**src/hw/bgfc_pkg.sv**
```systemverilog
/*
  Package for the bridge gate and fault control block: widths, strap codes,
  reset values and timing defaults.
  Assumes a single 250 MHz system clock.
*/
package bgfc_pkg;
  localparam int BGFC_PHASES = 4;
  localparam int BGFC_AMPL_W = 8;
  localparam int BGFC_STRAP_AMPL_W = 4;
  localparam logic [3:0] BGFC_AMPL_LOW_FILL = 4'hF;
  localparam int BGFC_PWM_W = 9;
  localparam int BGFC_DEAD_W = 8;
  localparam logic [8:0] BGFC_PWM_PERIOD_RST = 9'h1FF;
  localparam logic [7:0] BGFC_DEAD_RST = 8'h04;
  localparam logic [7:0] BGFC_AMPL_RST = 8'hFF;
  localparam logic [1:0] BGFC_CODE2_RST = 2'h0;
  // Slow decay selection, ascending code order
  typedef enum logic [1:0] {
    BGFC_DECAY_NONE = 2'b00,
    BGFC_DECAY_50   = 2'b01,
    BGFC_DECAY_75   = 2'b10,
    BGFC_DECAY_87P5 = 2'b11
  } bgfc_decay_t;
  // Index of the first comparator pair, ignored in three-phase scheme
  localparam int BGFC_PAIR1 = 0;
endpackage : bgfc_pkg

```
**src/hw/bgfc_gate_stage.sv**
```systemverilog
/*
  One half-bridge gate stage: applies break-before-make; polarity is applied in bgfc_top.
  Assumes the on request and dead time come from the same clock domain.
*/
`timescale 1ns/1ps
module bgfc_gate_stage
  import bgfc_pkg::*;
(
  // Clock and control
  input wire logic clk,
  input wire logic rst_n,
  input wire logic clk_en,
  // Requests
  input wire logic want_high,
  input wire logic [BGFC_DEAD_W-1:0] dead_time,
  // Logical gate states, 1 means transistor on
  output logic hs_on,
  output logic ls_on
);
  logic [BGFC_DEAD_W-1:0] dead_cnt;
  logic [BGFC_DEAD_W-1:0] next_dead_cnt;
  logic side;
  logic next_side;
  logic next_hs_on;
  logic next_ls_on;

  always_comb begin
    next_side = side;
    next_dead_cnt = dead_cnt;
    next_hs_on = 1'b0;
    next_ls_on = 1'b0;
    if (want_high != side) begin
      // Both off while the new side waits out the dead time
      next_side = want_high;
      next_dead_cnt = dead_time;
    end else if (dead_cnt != '0) begin
      next_dead_cnt = dead_cnt - 1'b1;
    end else begin
      next_hs_on = side;
      next_ls_on = ~side;
    end
  end

  always_ff @(posedge clk) begin
    if (!rst_n) begin
      side <= 1'b0;
      dead_cnt <= BGFC_DEAD_RST;
      hs_on <= 1'b0;
      ls_on <= 1'b0;
    end else if (clk_en) begin
      side <= next_side;
      dead_cnt <= next_dead_cnt;
      hs_on <= next_hs_on;
      ls_on <= next_ls_on;
    end
  end
endmodule : bgfc_gate_stage

```
**src/hw/bgfc_top.sv**
```systemverilog
/*
  Bridge gate and fault control: gate polarity, latched over-current
  shutdown, full-step comparator gating and standalone strap overrides.
  Assumes the serial decoder delivers a one-cycle fault-control write pulse
  with its clear bit, and that the waveform unit supplies phase requests.
*/
//
// Behaviour
// - High/low gate levels follow their polarity pins
// - Polarity 0 active low, 1 active high
// - Either fault input forces fault-level gates at the next edge
// - Fault stays latched until software clears
// - Fault-control write with clear bit releases latch
// - Fault-level pins set gate levels during fault
// - Fault output pin copies the latched flag
// - Gate-allow high forces fault-state gate levels
// - Full step: bridges on only without excess
// - Three-phase scheme ignores first comparator pair
// - Two-phase scheme gates each phase separately
// - PWM period and dead time are programmable
// - Standalone pin selects straps over registers
// - Strap groups are unsigned binary, suffix bit
// - Four-bit strap selects amplitude
// - Amplitude is strap high nibble, ones below
// - Two-bit strap selects slow decay
// - Decay codes: none, 50, 75, 87.5 percent
// - Straps set divider, idle reduction, regulator gain
`timescale 1ns/1ps
module bgfc_top
  import bgfc_pkg::*;
#(
  parameter int PHASES = BGFC_PHASES
) (
  // Clock, reset, enable
  input wire logic clk,
  input wire logic rst_n,
  input wire logic clk_en,
  // Polarity and fault pins
  input wire logic high_side_polarity,
  input wire logic low_side_polarity,
  input wire logic fault_high_side_level,
  input wire logic fault_low_side_level,
  input wire logic fault_in_active_high,
  input wire logic fault_in_active_low,
  input wire logic gate_allow_n,
  // Fault-control write from the serial decoder
  input wire logic fault_ctrl_wr,
  input wire logic fault_clear_bit,
  // Motor phase requests and comparators
  input wire logic phase_scheme_select,
  input wire logic full_step_mode,
  input wire logic [PHASES-1:0] phase_drive_high,
  input wire logic [PHASES-1:0] comparator_pos_in,
  input wire logic [PHASES-1:0] comparator_neg_in,
  // Register-bank settings
  input wire logic [BGFC_PWM_W-1:0] reg_pwm_period,
  input wire logic [BGFC_DEAD_W-1:0] reg_dead_time,
  input wire logic [BGFC_AMPL_W-1:0] reg_amplitude,
  input wire logic [1:0] reg_decay_select,
  input wire logic [1:0] reg_step_divider,
  input wire logic [1:0] reg_idle_reduction,
  input wire logic [1:0] reg_regulator_gain,
  // Standalone straps
  input wire logic standalone_en,
  input wire logic [BGFC_STRAP_AMPL_W-1:0] strap_amplitude,
  input wire logic [1:0] strap_decay_select,
  input wire logic [1:0] strap_step_divider,
  input wire logic [1:0] strap_idle_reduction,
  input wire logic [1:0] strap_regulator_gain,
  // Gate outputs
  output logic [PHASES-1:0] gate_high,
  output logic [PHASES-1:0] gate_low,
  // Status and effective settings
  output logic fault_flag_out,
  output logic pwm_period_tick,
  output logic [BGFC_AMPL_W-1:0] eff_amplitude,
  output logic [1:0] eff_decay_select,
  output logic [1:0] eff_step_divider,
  output logic [1:0] eff_idle_reduction,
  output logic [1:0] eff_regulator_gain
);
  // Pin synchronisers, first stage read only by the second
  logic [8:0] sync1;
  logic [8:0] sync2;
  logic [8:0] pin_raw;
  logic fault_now_s;
  logic fault_latch;
  logic next_fault_latch;
  logic [BGFC_PWM_W-1:0] pwm_cnt;
  logic [BGFC_PWM_W-1:0] next_pwm_cnt;
  logic [PHASES-1:0] excess;
  logic [PHASES-1:0] phase_ok;
  logic [PHASES-1:0] hs_on;
  logic [PHASES-1:0] ls_on;
  logic [PHASES-1:0] next_gate_high;
  logic [PHASES-1:0] next_gate_low;
  logic shut_now;
  logic [BGFC_AMPL_W-1:0] next_amp;
  logic [1:0] next_decay;
  logic [1:0] next_div;
  logic [1:0] next_idle;
  logic [1:0] next_gain;

  // map logical state to pin level for a polarity pin
  function automatic logic pin_level(input logic on, input logic pol);
    pin_level = pol ? on : ~on;
  endfunction : pin_level

  assign pin_raw = {fault_in_active_high, fault_in_active_low, gate_allow_n,
                    high_side_polarity, low_side_polarity, fault_high_side_level,
                    fault_low_side_level, standalone_en, phase_scheme_select};

  // Two-flop synchronisers on every asynchronous pin; they keep sampling in
  // reset, since a zero reset value would fake a low-active fault and a wrong
  // polarity for the first two edges after release
  always_ff @(posedge clk) begin
    if (clk_en || !rst_n) begin
      sync1 <= pin_raw;
      sync2 <= sync1;
    end
  end

  // synchronised fault level for the latch
  assign fault_now_s = sync2[8] | ~sync2[7];

  always_comb begin
    next_fault_latch = fault_latch;
    if (fault_ctrl_wr && fault_clear_bit)
      next_fault_latch = 1'b0;
    if (fault_now_s)
      next_fault_latch = 1'b1;
  end

  always_comb begin
    next_pwm_cnt = (pwm_cnt >= reg_pwm_period) ? '0 : pwm_cnt + 1'b1;
  end

  always_comb begin
    excess = comparator_pos_in | comparator_neg_in;
    if (sync2[0])
      excess[BGFC_PAIR1] = 1'b0;
    for (int i = 0; i < PHASES; i++) begin
      if (!full_step_mode)
        phase_ok[i] = 1'b1;
      else if (sync2[0])
        phase_ok[i] = ~|excess;
      else
        phase_ok[i] = ~excess[i];
    end
  end

  // shutdown includes raw pins so it acts at the next edge without a sync
  assign shut_now = fault_latch | fault_in_active_high | ~fault_in_active_low
                  | sync2[6];

  always_comb begin
    for (int i = 0; i < PHASES; i++) begin
      next_gate_high[i] = pin_level(hs_on[i] & phase_ok[i], sync2[5]);
      next_gate_low[i] = pin_level(ls_on[i] & phase_ok[i], sync2[4]);
    end
  end

  always_comb begin
    if (sync2[1]) begin
      next_amp = {strap_amplitude, BGFC_AMPL_LOW_FILL};
      next_decay = strap_decay_select;
      next_div = strap_step_divider;
      next_idle = strap_idle_reduction;
      next_gain = strap_regulator_gain;
    end else begin
      next_amp = reg_amplitude;
      next_decay = reg_decay_select;
      next_div = reg_step_divider;
      next_idle = reg_idle_reduction;
      next_gain = reg_regulator_gain;
    end
  end

  // Registered state and outputs
  always_ff @(posedge clk) begin
    if (!rst_n) begin
      fault_latch <= 1'b0;
      fault_flag_out <= 1'b0;
      pwm_cnt <= '0;
      pwm_period_tick <= 1'b0;
      eff_amplitude <= BGFC_AMPL_RST;
      eff_decay_select <= BGFC_CODE2_RST;
      eff_step_divider <= BGFC_CODE2_RST;
      eff_idle_reduction <= BGFC_CODE2_RST;
      eff_regulator_gain <= BGFC_CODE2_RST;
    end else if (clk_en) begin
      fault_latch <= next_fault_latch;
      fault_flag_out <= next_fault_latch;
      pwm_cnt <= next_pwm_cnt;
      pwm_period_tick <= (next_pwm_cnt == '0);
      eff_amplitude <= next_amp;
      eff_decay_select <= next_decay;
      eff_step_divider <= next_div;
      eff_idle_reduction <= next_idle;
      eff_regulator_gain <= next_gain;
    end
  end

  // gate outputs; shutdown is forced at the next edge even with
  // clk_en low, because the raw fault pins feed shut_now without a sync
  always_ff @(posedge clk) begin
    if (!rst_n || shut_now) begin
      for (int i = 0; i < PHASES; i++) begin
        gate_high[i] <= fault_high_side_level;
        gate_low[i] <= fault_low_side_level;
      end
    end else if (clk_en) begin
      gate_high <= next_gate_high;
      gate_low <= next_gate_low;
    end
  end

  // One gate stage per phase
  for (genvar g = 0; g < PHASES; g++) begin : g_stage
    bgfc_gate_stage u_stage (
      .clk(clk),
      .rst_n(rst_n),
      .clk_en(clk_en),
      .want_high(phase_drive_high[g]),
      .dead_time(reg_dead_time),
      .hs_on(hs_on[g]),
      .ls_on(ls_on[g])
    );
  end
endmodule : bgfc_top

```
**config.mk**
```make
export PLATFORM = sky130hd
export DESIGN_NAME = bgfc_top
export DESIGN_NICKNAME = d
export VERILOG_FILES = /design/src/hw/bgfc_pkg.sv /design/src/hw/bgfc_gate_stage.sv /design/src/hw/bgfc_top.sv
export SDC_FILE = /design/constraint.sdc
export NUM_CORES = 1
export LEC_CHECK = 0
export ABC_AREA = 0
export BUFFER_PORTS_ARGS = -buffer_cell sky130_fd_sc_hd__buf_2
export CAP_MARGIN = 10
export CORE_ASPECT_RATIO = 1.2
export CORE_MARGIN = 10
export CORE_UTILIZATION = 25
export CTS_CLUSTER_SIZE = 25
export DETAILED_ROUTE_END_ITERATION = 10
export SETUP_SLACK_MARGIN = 0.4
export SYNTH_ARGS = -nofsm -noshare
export SYNTH_HDL_FRONTEND = slang
export SYNTH_SLANG_ARGS = --single-unit
```
**constraint.sdc**
```tcl
create_clock -name clk -period 2.6 [get_ports clk]
set_input_delay 0.52 -clock clk [delete_from_list [all_inputs] [get_ports clk]]
set_output_delay 0.52 -clock clk [all_outputs]
set_load 0.05 [all_outputs]
```
==> metrics.cfg, run 1 <==
[run_status]
status = complete, no violations

[floorplan]
initial_utilization = 0.254
die_w_um = 149
num_io_pins = 98
die-area_mm2 = 0.0260
rows = 56
coreArea_mm2 = 0.0196
fp.dieH_um = 175

[clocking]
clk_path_buf_depth = 2
cts_buffers = 9
clock_latency_ns = 0.35
cts.htree.levels = 3
cts_tree = done
cts-root-buf = clkbuf_16
clkSinkCount = 93
clk_transition_reported_paths_ns = 0.07

[route]
wl_per_cell_um = 14.8
firstDrtPassIters = 4
viasPerCell = 4.89
detail-route-antenna-nets = 0
drt-initial-drc-count = 229
vias = 4586
drc_errors = 0
wl_um = 13900

[logic_synthesis]
avgSynthCellArea_um2 = 8.71
synth-seq-cells = 93
syn_nets = 659
netlist_area_mm2 = 0.00499
synth_area_leaders = dfxtp_1, edfxtp_1, o21ai_0
synth.top_cell.area_share = 0.285
synth_warnings = 0
ys.flop_type = dfxtp_1
synth-edff-count = 22
yosysUniqueCellTypes = 59
synth_cells = 573
yosys.area.top_type = dfxtp_1
synthArstFlopShare = 0
yosysSeqAreaShare = 0.417

[global_route]
grt_start_max_net_pins = 31
grtUsageMet3 = 0.0326
grt_pass1_vias = 4369
overflow = 0
grtUsageMet2 = 0.177
grtUsageTotal = 0.106
grt_pass1_wl_um = 22400
grt_util_met1 = 0.122
top_usage_layer = met2
antenna_found_initial = 3

[timing]
fmax_mhz = 484
relSlewSlack = 0.538
min_period_ns = 2.07
rsz0062_at_grt = yes
fin_skew_ns = 0.00801
min_period_over_period = 0.795
fin_setup_tns_ns = 0
tightest_slew_ns = 0.693
final-max-slew-violation-count = 0
hold_viol = 0
final-setup-viol-count = 0
whs_ns = 0.344

[critical_path]
worstPathMaxFanout = 6
critPathLaunchType = register
crit_arrival_ns = 2.30
reg2regPathDepth = 8
reg2reg_slack_ns = 0.53
path_class = register to register
required_ns = 2.83
cp-end-kind = register

[place]
hpwl_um = 10400
placement.io_buffers = 97
gp_congestion = 0.805

[finish]
layout-drive-gt1-share = 0.218
area_delta_synth_final_pct = 23.3
nets = 756

[pwr]
power.leakage_nw = 2.53
powerDensity_mw_per_mm2 = 608
max-vdd-ir-drop_v = 0.000304

[min_path]
hp-class = input port to register
hold_depth = 1

[flow_run]
max-cap-violations = 0

power by group:
part | leakage, nW | internal (mW) | switching, mW | total, mW
registers | 0.810 | 1.59 | 0.0971 | 1.68
logic | 1.58 | 0.272 | 0.424 | 0.695
clock network | 0.148 | 0.779 | 0.585 | 1.36
total | 2.53 | 2.64 | 1.11 | 3.74
layout by cell type, fill, tap and decap left out, drive strengths merged, types with 4 or more instances in the layout:
cell type / instances
nor2b: 7
inv: 29
a211oi: 7
or3: 5
or4: 6
mux2i: 18
o41ai: 9
xor2: 6
nor2: 35
nand3: 15
nor4b: 4
a21oi: 32
or4b: 4
o2bb2ai: 4
a31oi: 9
dfxtp: 71
o21ai: 56
a41oi: 4
o22ai: 5
a32o: 8
xnor2: 13
clkbuf: 10
o211a: 6
nand2: 72
a22oi: 5
nand4: 7
and2: 8
o211ai: 7
edfxtp: 22
and3: 4
buf: 117
ha: 14
nor3: 17
a21o: 5
cells in the mapped netlist (8+ instances only):
library cell and instances:
nor3_1 17, a32o_1 8, clkbuf_1 26, a31oi_1 9
ha_1 14, edfxtp_1 22, nand3_1 15, inv_1 26
o21ai_0 56, mux2i_1 18, xnor2_1 13, and2_1 8
a21oi_1 32, nor2_1 35, dfxtp_1 71, nand2_1 72
per-layer routing:
| layer | vias to the layer above | wire length (µm) |
|---|---|---|
| li1 | 2321 | - |
| met1 | 2160 | 5980 |
| met2 | 81 | 6820 |
| met5 | - | 32 |
| met3 | 20 | 786 |
| met4 | 4 | 246 |
registers in the layout, indices dropped and copies added (netlist names):
register	cells
gate_high	4
pwm_cnt	9
fault_latch	1
g_stage.u_stage.dead_cnt	32
eff_idle_reduction	2
gate_low	4
pwm_period_tick	1
g_stage.u_stage.side	4
eff_step_divider	2
g_stage.u_stage.ls_on	4
sync1	7
eff_regulator_gain	2
sync2	7
g_stage.u_stage.hs_on	4
eff_amplitude	8
eff_decay_select	2
what timing repair did:
item | 4_1_cts | 5_1_grt
endpoints found under the setup margin | 0 | 9
hold buffers | 0 | 0
buffers inserted | 0 | 2
resized for setup | 0 | 2
logic make-up after synthesis:
kind of cell / synth area share
buf+inv: 0.0439
xor+xnor: 0.0333
flops: 0.417
fa+ha+maj: 0.0351
mux: 0.0361
compound gates: 0.241
simple gates: 0.194
final cells by class:
| cell class | count | area, µm² |
|---|---|---|
| diodes | 2 | 5.00 |
| flip-flops and latches | 93 | 2080 |
| clock buffers | 10 | 239 |
| clock inverters | 6 | 67.6 |
| inverters | 27 | 101 |
| well taps | 261 | 327 |
| fillers | 2104 | 13500 |
| repair buffers | 117 | 636 |
| multi-input cells | 422 | 2700 |
path summary, 6_finish.rpt:
path / startpoint / endpoint
max: g_stage[1].u_stage.dead_cnt[0]$_SDFFE_PN0P_ / g_stage[1].u_stage.dead_cnt[2]$_SDFFE_PN1P_
min: standalone_en / sync1[1]$_DFFE_PP_
max reg2reg: g_stage[1].u_stage.dead_cnt[0]$_SDFFE_PN0P_ / g_stage[1].u_stage.dead_cnt[2]$_SDFFE_PN1P_
min reg2reg: sync1[5]$_DFFE_PP_ / sync2[5]$_DFFE_PP_
through the flow:
step	util	total power, mW	setup slack [ns]	cells	instance area, µm²
final	0.314	3.74	0.532	938	6160
after global routing	0.314	3.94	0.344	937	6150
after CTS	0.312	3.78	0.493	934	6130
after detailed placement	0.297	2.41	0.241	918	5820
after global placement	0.297	2.40	0.308	918	5820
after floorplan	-	2.18	0.488	573	4990
worst max-delay path, cell delays in order, from the launching register on:
cell	delay, ns
dfxtp_1	0.33
inv_1	0.09
ha_1	0.21
or4b_1	0.55
o41ai_4	0.34
buf_4	0.19
nor2_1	0.05
o2bb2ai_1	0.13
nand2_1	0.06
Note: power is estimated with default switching activity, not from simulation.
==> run 2: changes to the inputs <==
==> constraint.sdc (replaced) <==
create_clock -name clk -period 1.76 [get_ports clk]
set_input_delay 0.352 -clock clk [delete_from_list [all_inputs] [get_ports clk]]
set_output_delay 0.352 -clock clk [all_outputs]
set_load 0.05 [all_outputs]
==> metrics.cfg, run 2 (same netlist as run 1, synthesis figures left out) <==
[global_route]
grt_pass1_wl_um = 24900  ; +11%
grt_pass1_vias = 4877  ; +12%
grt_start_max_net_pins = 53  ; +71%
overflow = 0  ; unchanged
antenna_found_initial = 2  ; -1
grtUsageTotal = 0.118  ; +0.0120

[run_status]
status = complete, but fails checks
violations = setup timing

[route]
firstDrtPassIters = 4  ; unchanged
wl_per_cell_um = 15.6  ; +5.5%
drc_errors = 0  ; unchanged
vias = 4934  ; +7.6%
viasPerCell = 4.84  ; -0.96%
wl_um = 15900  ; +15%
detail-route-antenna-nets = 0  ; unchanged
drt-initial-drc-count = 280  ; +22%

[timing]
tightest_slew_ns = 0.500  ; -0.193 ns
relSlewSlack = 0.665  ; +0.127
final-setup-viol-count = 16  ; +16
layout_setup_ws_ns = -0.101  ; -0.633 ns
min_period_ns = 1.86  ; -0.207 ns
final-max-slew-violation-count = 0  ; unchanged
fmax_mhz = 537  ; +11%
whs_ns = 0.188  ; -0.157 ns
min_period_over_period = 1.06  ; +0.262
fin_skew_ns = 0.00801  ; -0.000000670 ns
hold_viol = 0  ; unchanged
rsz0062_at_grt = yes

[clocking]
clk_transition_reported_paths_ns = 0.07  ; about the same
cts.htree.levels = 3  ; unchanged
clk_path_buf_depth = 2  ; unchanged
cts_tree = done
clkSinkCount = 93  ; unchanged
cts-root-buf = clkbuf_16
cts_buffers = 9  ; unchanged
clock_latency_ns = 0.34  ; about the same
hold_buffers = 0  ; unchanged

[critical_path]
worstPathBufferInverterCount = 2  ; unchanged
rr_endpoint = g_stage[3].u_stage.dead_cnt[0]$_SDFFE_PN0P_
path_class = register to register
worstPathMaxFanout = 5  ; -1
critPathLaunchType = register
cp-end-kind = register
crit_arrival_ns = 2.09  ; -0.21 ns
cpPeakStageDelay_ns = 0.48  ; -0.07 ns
required_ns = 1.99  ; -0.84 ns
critPathTopFamily = simple AND/OR/NAND/NOR gates
r2r_start = g_stage[3].u_stage.dead_cnt[0]$_SDFFE_PN0P_
reg2regPathDepth = 8  ; unchanged
crit_chain = inv_2 -> ha_4 -> or4b_4 -> o41ai_4 -> buf_4 -> nor3_4 -> a21oi_1 -> a21boi_1
critPathSlowestCell = or4b_4
reg2reg_slack_ns = -0.10  ; -0.63 ns

[place]
placement.io_buffers = 97  ; unchanged
gp_congestion = 0.820  ; +1.9%
pre_cts_slack_ns = -0.301  ; -0.542 ns
hpwl_um = 11500  ; +9.9%

[finish]
final_cell_mix = buf_2, buf_4, nand2_1, dfxtp_1, nor2_1
largest_register_ffs = 32  ; unchanged
largest_registers = g_stage.u_stage.dead_cnt: 32 flops, pwm_cnt: 9 flops, eff_amplitude: 8 flops
regMostFlops = g_stage.u_stage.dead_cnt
layout-drive-gt1-share = 0.477  ; +0.259
nets = 838  ; +11%
mostFrequentLayoutCell = buf_2
fill_cells = 1967  ; -6.5%
area_delta_synth_final_pct = 53.8

[floorplan]
num_io_pins = 98  ; unchanged
fp.dieH_um = 175  ; unchanged
die-area_mm2 = 0.0260  ; unchanged
initial_utilization = 0.254  ; unchanged
rows = 56  ; unchanged
coreArea_mm2 = 0.0196  ; unchanged
die_w_um = 149  ; unchanged

[min_path]
worstHoldEndpoint = sync1[6]$_DFFE_PP_
worstHoldStart = gate_allow_n
hp-class = input port to register
hold_depth = 1  ; unchanged

[pwr]
max-vdd-ir-drop_v = 0.000453  ; +49%
powerDensity_mw_per_mm2 = 778  ; +28%
power.leakage_nw = 3.16  ; +25%

[flow_run]
max-cap-violations = 0  ; unchanged

[run 2: changes by cell type in the layout (fill, tap and decap cells not counted), moves of 10 or more]
| cell | change |
|---|---|
| dfxtp_1 | -23 |
| dfxtp_2 | +16 |
| o21ai_2 | +14 |
| o21ai_0 | -35 |
| buf_6 | +19 |
| inv_1 | -15 |
| nor3_1 | -10 |
| ha_1 | -13 |
| buf_4 | +62 |
| ha_4 | +13 |
| o21ai_1 | +20 |
[run 2: routing by layer]
metal,vias up,track usage,part of all wire
met5,-,0,0.00082
met4,2,0.0324,0.0096
met3,13,0.0318,0.053
met2,77,0.207,0.52
met1,2360,0.136,0.41
li1,2482,-,-
[run 2: how the worst max path moves through the flow]
stage | start | to | depth (start not counted)
4_1_cts | g_stage[3].u_stage.dead_cnt[0]$_SDFFE_PN0P_ | g_stage[3].u_stage.dead_cnt[7]$_SDFFE_PN0P_ | 8
5_1_grt | g_stage[3].u_stage.dead_cnt[0]$_SDFFE_PN0P_ | g_stage[3].u_stage.dead_cnt[2]$_SDFFE_PN1P_ | 8
3_5_place_dp | comparator_neg_in[2] | gate_high[0]$_DFFE_PP_ | 6
6_report | g_stage[3].u_stage.dead_cnt[0]$_SDFFE_PN0P_ | g_stage[3].u_stage.dead_cnt[0]$_SDFFE_PN0P_ | 8
2_1_floorplan | comparator_neg_in[2] | gate_high[0]$_DFFE_PP_ | 5
3_3_place_gp | comparator_neg_in[2] | gate_high[0]$_DFFE_PP_ | 6
[run 2: what timing repair did]
item / CTS / global route
setup buffers: 23 / 10
pin swaps: 70 / 30
setup endpoints to repair: 62 / 66
gates cloned: 1 / 0
resized for setup: 100 / 33
hold endpoints to repair: 0 / 0
[run 2: cell type report]
type	count	area [µm²]	area share
multi-input combinational	422	3430	0.447
antenna	1	2.50	0.000326
tap	261	327	0.0425
sequential	93	2130	0.277
clock buffer	14	287	0.0373
timing repair buffer	199	1370	0.178
clock inverter	2	13.8	0.00179
inverter	27	128	0.0166
[run 2: power by group]
| group | leakage, nW | total [mW] | switching (mW) | internal, mW |
|---|---|---|---|---|
| clock | 0.144 | 1.94 | 0.807 | 1.13 |
| sequential | 0.821 | 2.47 | 0.122 | 2.35 |
| combinational | 2.19 | 1.56 | 0.860 | 0.704 |
| total | 3.16 | 5.97 | 1.79 | 4.18 |
[run 2: per-stage QoR]
step / cells / util / TNS [ns] / instance area, µm² / power [mW]
after floorplan: 573 / - / -0.259 / 5420 / 3.32
after global placement: 968 / 0.337 / -1.91 / 6600 / 3.79
after detailed placement: 968 / 0.337 / -2.61 / 6600 / 3.80
after CTS: 1008 / 0.379 / -0.748 / 7430 / 5.94
after global routing: 1018 / 0.391 / -2.40 / 7680 / 6.28
final: 1019 / 0.391 / -0.712 / 7680 / 5.97
[run 2: worst reg2reg max path, delay by kind of cell (launching register included)]
| family | cells | cell delay [ns] |
|---|---|---|
| AO/OA/AOI/OAI | 3 | 0.49 |
| adder cells (fa/ha/maj) | 1 | 0.13 |
| buffers and inverters | 2 | 0.28 |
| flip-flops | 1 | 0.33 |
| AND/OR/NAND/NOR | 2 | 0.52 |
==> run 3: changes to the inputs <==
--- a/config.mk
+++ b/config.mk
@@ -14,6 +14,7 @@
 export CTS_CLUSTER_SIZE = 25
 export DETAILED_ROUTE_END_ITERATION = 10
 export SETUP_SLACK_MARGIN = 0.4
+export SKIP_LAST_GASP = 1
 export SYNTH_ARGS = -nofsm -noshare
 export SYNTH_HDL_FRONTEND = slang
 export SYNTH_SLANG_ARGS = --single-unit
==> metrics.cfg, run 3 (same netlist as run 1, synthesis figures left out) <==
[clocking]
clk_path_buf_depth = 2  ; unchanged
cts_buffers = 9  ; unchanged
cts-root-buf = clkbuf_16
clock_latency_ns = 0.34  ; about the same
cts.htree.levels = 3  ; unchanged
cts_tree = done
clk_transition_reported_paths_ns = 0.06  ; about the same
clkSinkCount = 93  ; unchanged
hold_buffers = 0  ; unchanged

[critical_path]
reg2regPathDepth = 8  ; unchanged
crit_arrival_ns = 2.09  ; about the same
rr_endpoint = g_stage[3].u_stage.dead_cnt[0]$_SDFFE_PN0P_
cp-end-kind = register
reg2reg_slack_ns = -0.10  ; about the same
r2r_start = g_stage[3].u_stage.dead_cnt[0]$_SDFFE_PN0P_
critPathLaunchType = register
path_class = register to register
worstPathMaxFanout = 5  ; unchanged
required_ns = 1.98  ; about the same

[route]
vias = 4936  ; +0.041%
detail-route-antenna-nets = 0  ; unchanged
firstDrtPassIters = 5  ; +1
drc_errors = 0  ; unchanged
wl_per_cell_um = 15.5  ; -0.91%
viasPerCell = 4.84  ; about the same
drt-initial-drc-count = 272  ; -2.9%
wl_um = 15700  ; -0.91%

[finish]
largest_registers = g_stage.u_stage.dead_cnt: 32 flops, pwm_cnt: 9 flops, eff_amplitude: 8 flops
layout-drive-gt1-share = 0.464  ; -0.0132
regMostFlops = g_stage.u_stage.dead_cnt
area_delta_synth_final_pct = 52.4
nets = 838  ; unchanged
final_cell_mix = buf_2, buf_4, nand2_1, dfxtp_1, nor2_1
mostFrequentLayoutCell = buf_2
fin_util = 0.388  ; -0.00376
final_cell_area_mm2 = 0.00761  ; -0.96%
largest_register_ffs = 32  ; unchanged

[timing]
hold_viol = 0  ; unchanged
min_period_ns = 1.86  ; +0.00299 ns
min_period_over_period = 1.06  ; +0.00170
fmax_mhz = 537  ; -0.16%
fin_skew_ns = 0.00605  ; -0.00196 ns
rsz0062_at_grt = yes
layout_setup_ws_ns = -0.104  ; -0.00299 ns
final-setup-viol-count = 15  ; -1
tightest_slew_ns = 0.472  ; -0.0282 ns
relSlewSlack = 0.684  ; +0.0195
final-max-slew-violation-count = 0  ; unchanged
whs_ns = 0.187  ; -0.000479 ns

[pwr]
max-vdd-ir-drop_v = 0.000455  ; +0.47%
powerDensity_mw_per_mm2 = 780  ; +0.35%
power.leakage_nw = 3.13  ; -0.67%
total_power_mw = 5.93  ; -0.61%

[min_path]
worstHoldStart = gate_allow_n
worstHoldEndpoint = sync1[6]$_DFFE_PP_
hold_depth = 1  ; unchanged
hp-class = input port to register

[flow_run]
max-cap-violations = 0  ; unchanged

[global_route]
grt_pass1_wl_um = 24900  ; -0.22%
grt_start_max_net_pins = 53  ; unchanged
overflow = 0  ; unchanged
grtUsageTotal = 0.118  ; -0.000214
antenna_found_initial = 2  ; unchanged
grt_pass1_vias = 4864  ; -0.27%

[place]
hpwl_um = 11500  ; unchanged
gp_congestion = 0.820  ; unchanged
dpl-instance-area_mm2 = 0.00660  ; unchanged
placement.io_buffers = 97  ; unchanged

[floorplan]
fp.dieH_um = 175  ; unchanged
die-area_mm2 = 0.0260  ; unchanged
initial_utilization = 0.254  ; unchanged
die_w_um = 149  ; unchanged
rows = 56  ; unchanged
num_io_pins = 98  ; unchanged
coreArea_mm2 = 0.0196  ; unchanged

[run_status]
violations = setup timing
status = complete, but fails checks

[run 3: cell types whose count changed in the layout (fill, tap and decap cells not counted), moves of 2 or more]
| cell | delta |
|---|---|
| buf_6 | -3 |
| a21oi_2 | -2 |
| o21ai_1 | +3 |
| o21ai_2 | -5 |
| buf_4 | +3 |
| o21ai_0 | +2 |
| a21oi_1 | +2 |
[run 3: critical path, stage by stage (launching register included)]
cell and delay (ns):
dfxtp_2 0.33, inv_2 0.06, ha_4 0.13, or4b_4 0.48
o41ai_4 0.28, buf_4 0.22, nor3_4 0.04, a21oi_1 0.13
a21boi_1 0.08
[run 3: layout make-up]
| class | instances | area (µm²) |
|---|---|---|
| Antenna cell | 1 | 2.50 |
| Clock inverter | 2 | 13.8 |
| Inverter | 27 | 125 |
| Multi-Input combinational cell | 422 | 3370 |
| Tap cell | 261 | 327 |
| Sequential cell | 93 | 2130 |
| Fill cell | 1974 | 12000 |
| Timing Repair Buffer | 199 | 1350 |
| Clock buffer | 14 | 287 |
[run 3: worst max path at each step]
stage | from | to | slack, ns | depth (start not counted)
5_1_grt | g_stage[3].u_stage.dead_cnt[0]$_SDFFE_PN0P_ | g_stage[3].u_stage.dead_cnt[2]$_SDFFE_PN1P_ | -0.19 | 8
3_5_place_dp | comparator_neg_in[2] | gate_high[0]$_DFFE_PP_ | -0.30 | 6
2_1_floorplan | comparator_neg_in[2] | gate_high[0]$_DFFE_PP_ | -0.07 | 5
6_report | g_stage[3].u_stage.dead_cnt[0]$_SDFFE_PN0P_ | g_stage[3].u_stage.dead_cnt[0]$_SDFFE_PN0P_ | -0.10 | 8
3_3_place_gp | comparator_neg_in[2] | gate_high[0]$_DFFE_PP_ | -0.27 | 6
4_1_cts | g_stage[3].u_stage.dead_cnt[0]$_SDFFE_PN0P_ | g_stage[3].u_stage.dead_cnt[7]$_SDFFE_PN0P_ | -0.08 | 8
[run 3: metrics by stage]
| step | worst slack [ns] | TNS [ns] | cells |
|---|---|---|---|
| after floorplan | -0.0706 | -0.259 | 573 |
| after global placement | -0.268 | -1.91 | 968 |
| after detailed placement | -0.301 | -2.61 | 968 |
| after CTS | -0.0830 | -0.748 | 1008 |
| after global routing | -0.193 | -2.39 | 1018 |
| final | -0.104 | -0.691 | 1019 |
[run 3: what timing repair did]
action                                  in CTS  in global routing
buffers inserted                            23                 10
endpoints found under the setup margin      62                 66
gates resized for setup                     89                 26
pin swaps                                   67                 33
endpoints found under the hold margin        0                  0
cloned                                       1                  0
[run 3: power breakdown]
group	leakage [nW]	total, mW	internal, mW	switching, mW
Clock	0.144	1.94	1.13	0.803
Combinational	2.17	1.53	0.691	0.844
Sequential	0.821	2.46	2.35	0.119
[run 3: per-layer routing]
metal  GRT usage  wire length, µm  vias to the layer above  part of all wire
met4      0.0324              143                        2            0.0091
met3      0.0318              942                       12             0.060
met5           0               13                        -           0.00083
met1       0.136             6330                     2356              0.40
met2       0.206             8320                       87              0.53
li1            -                -                     2479                 -
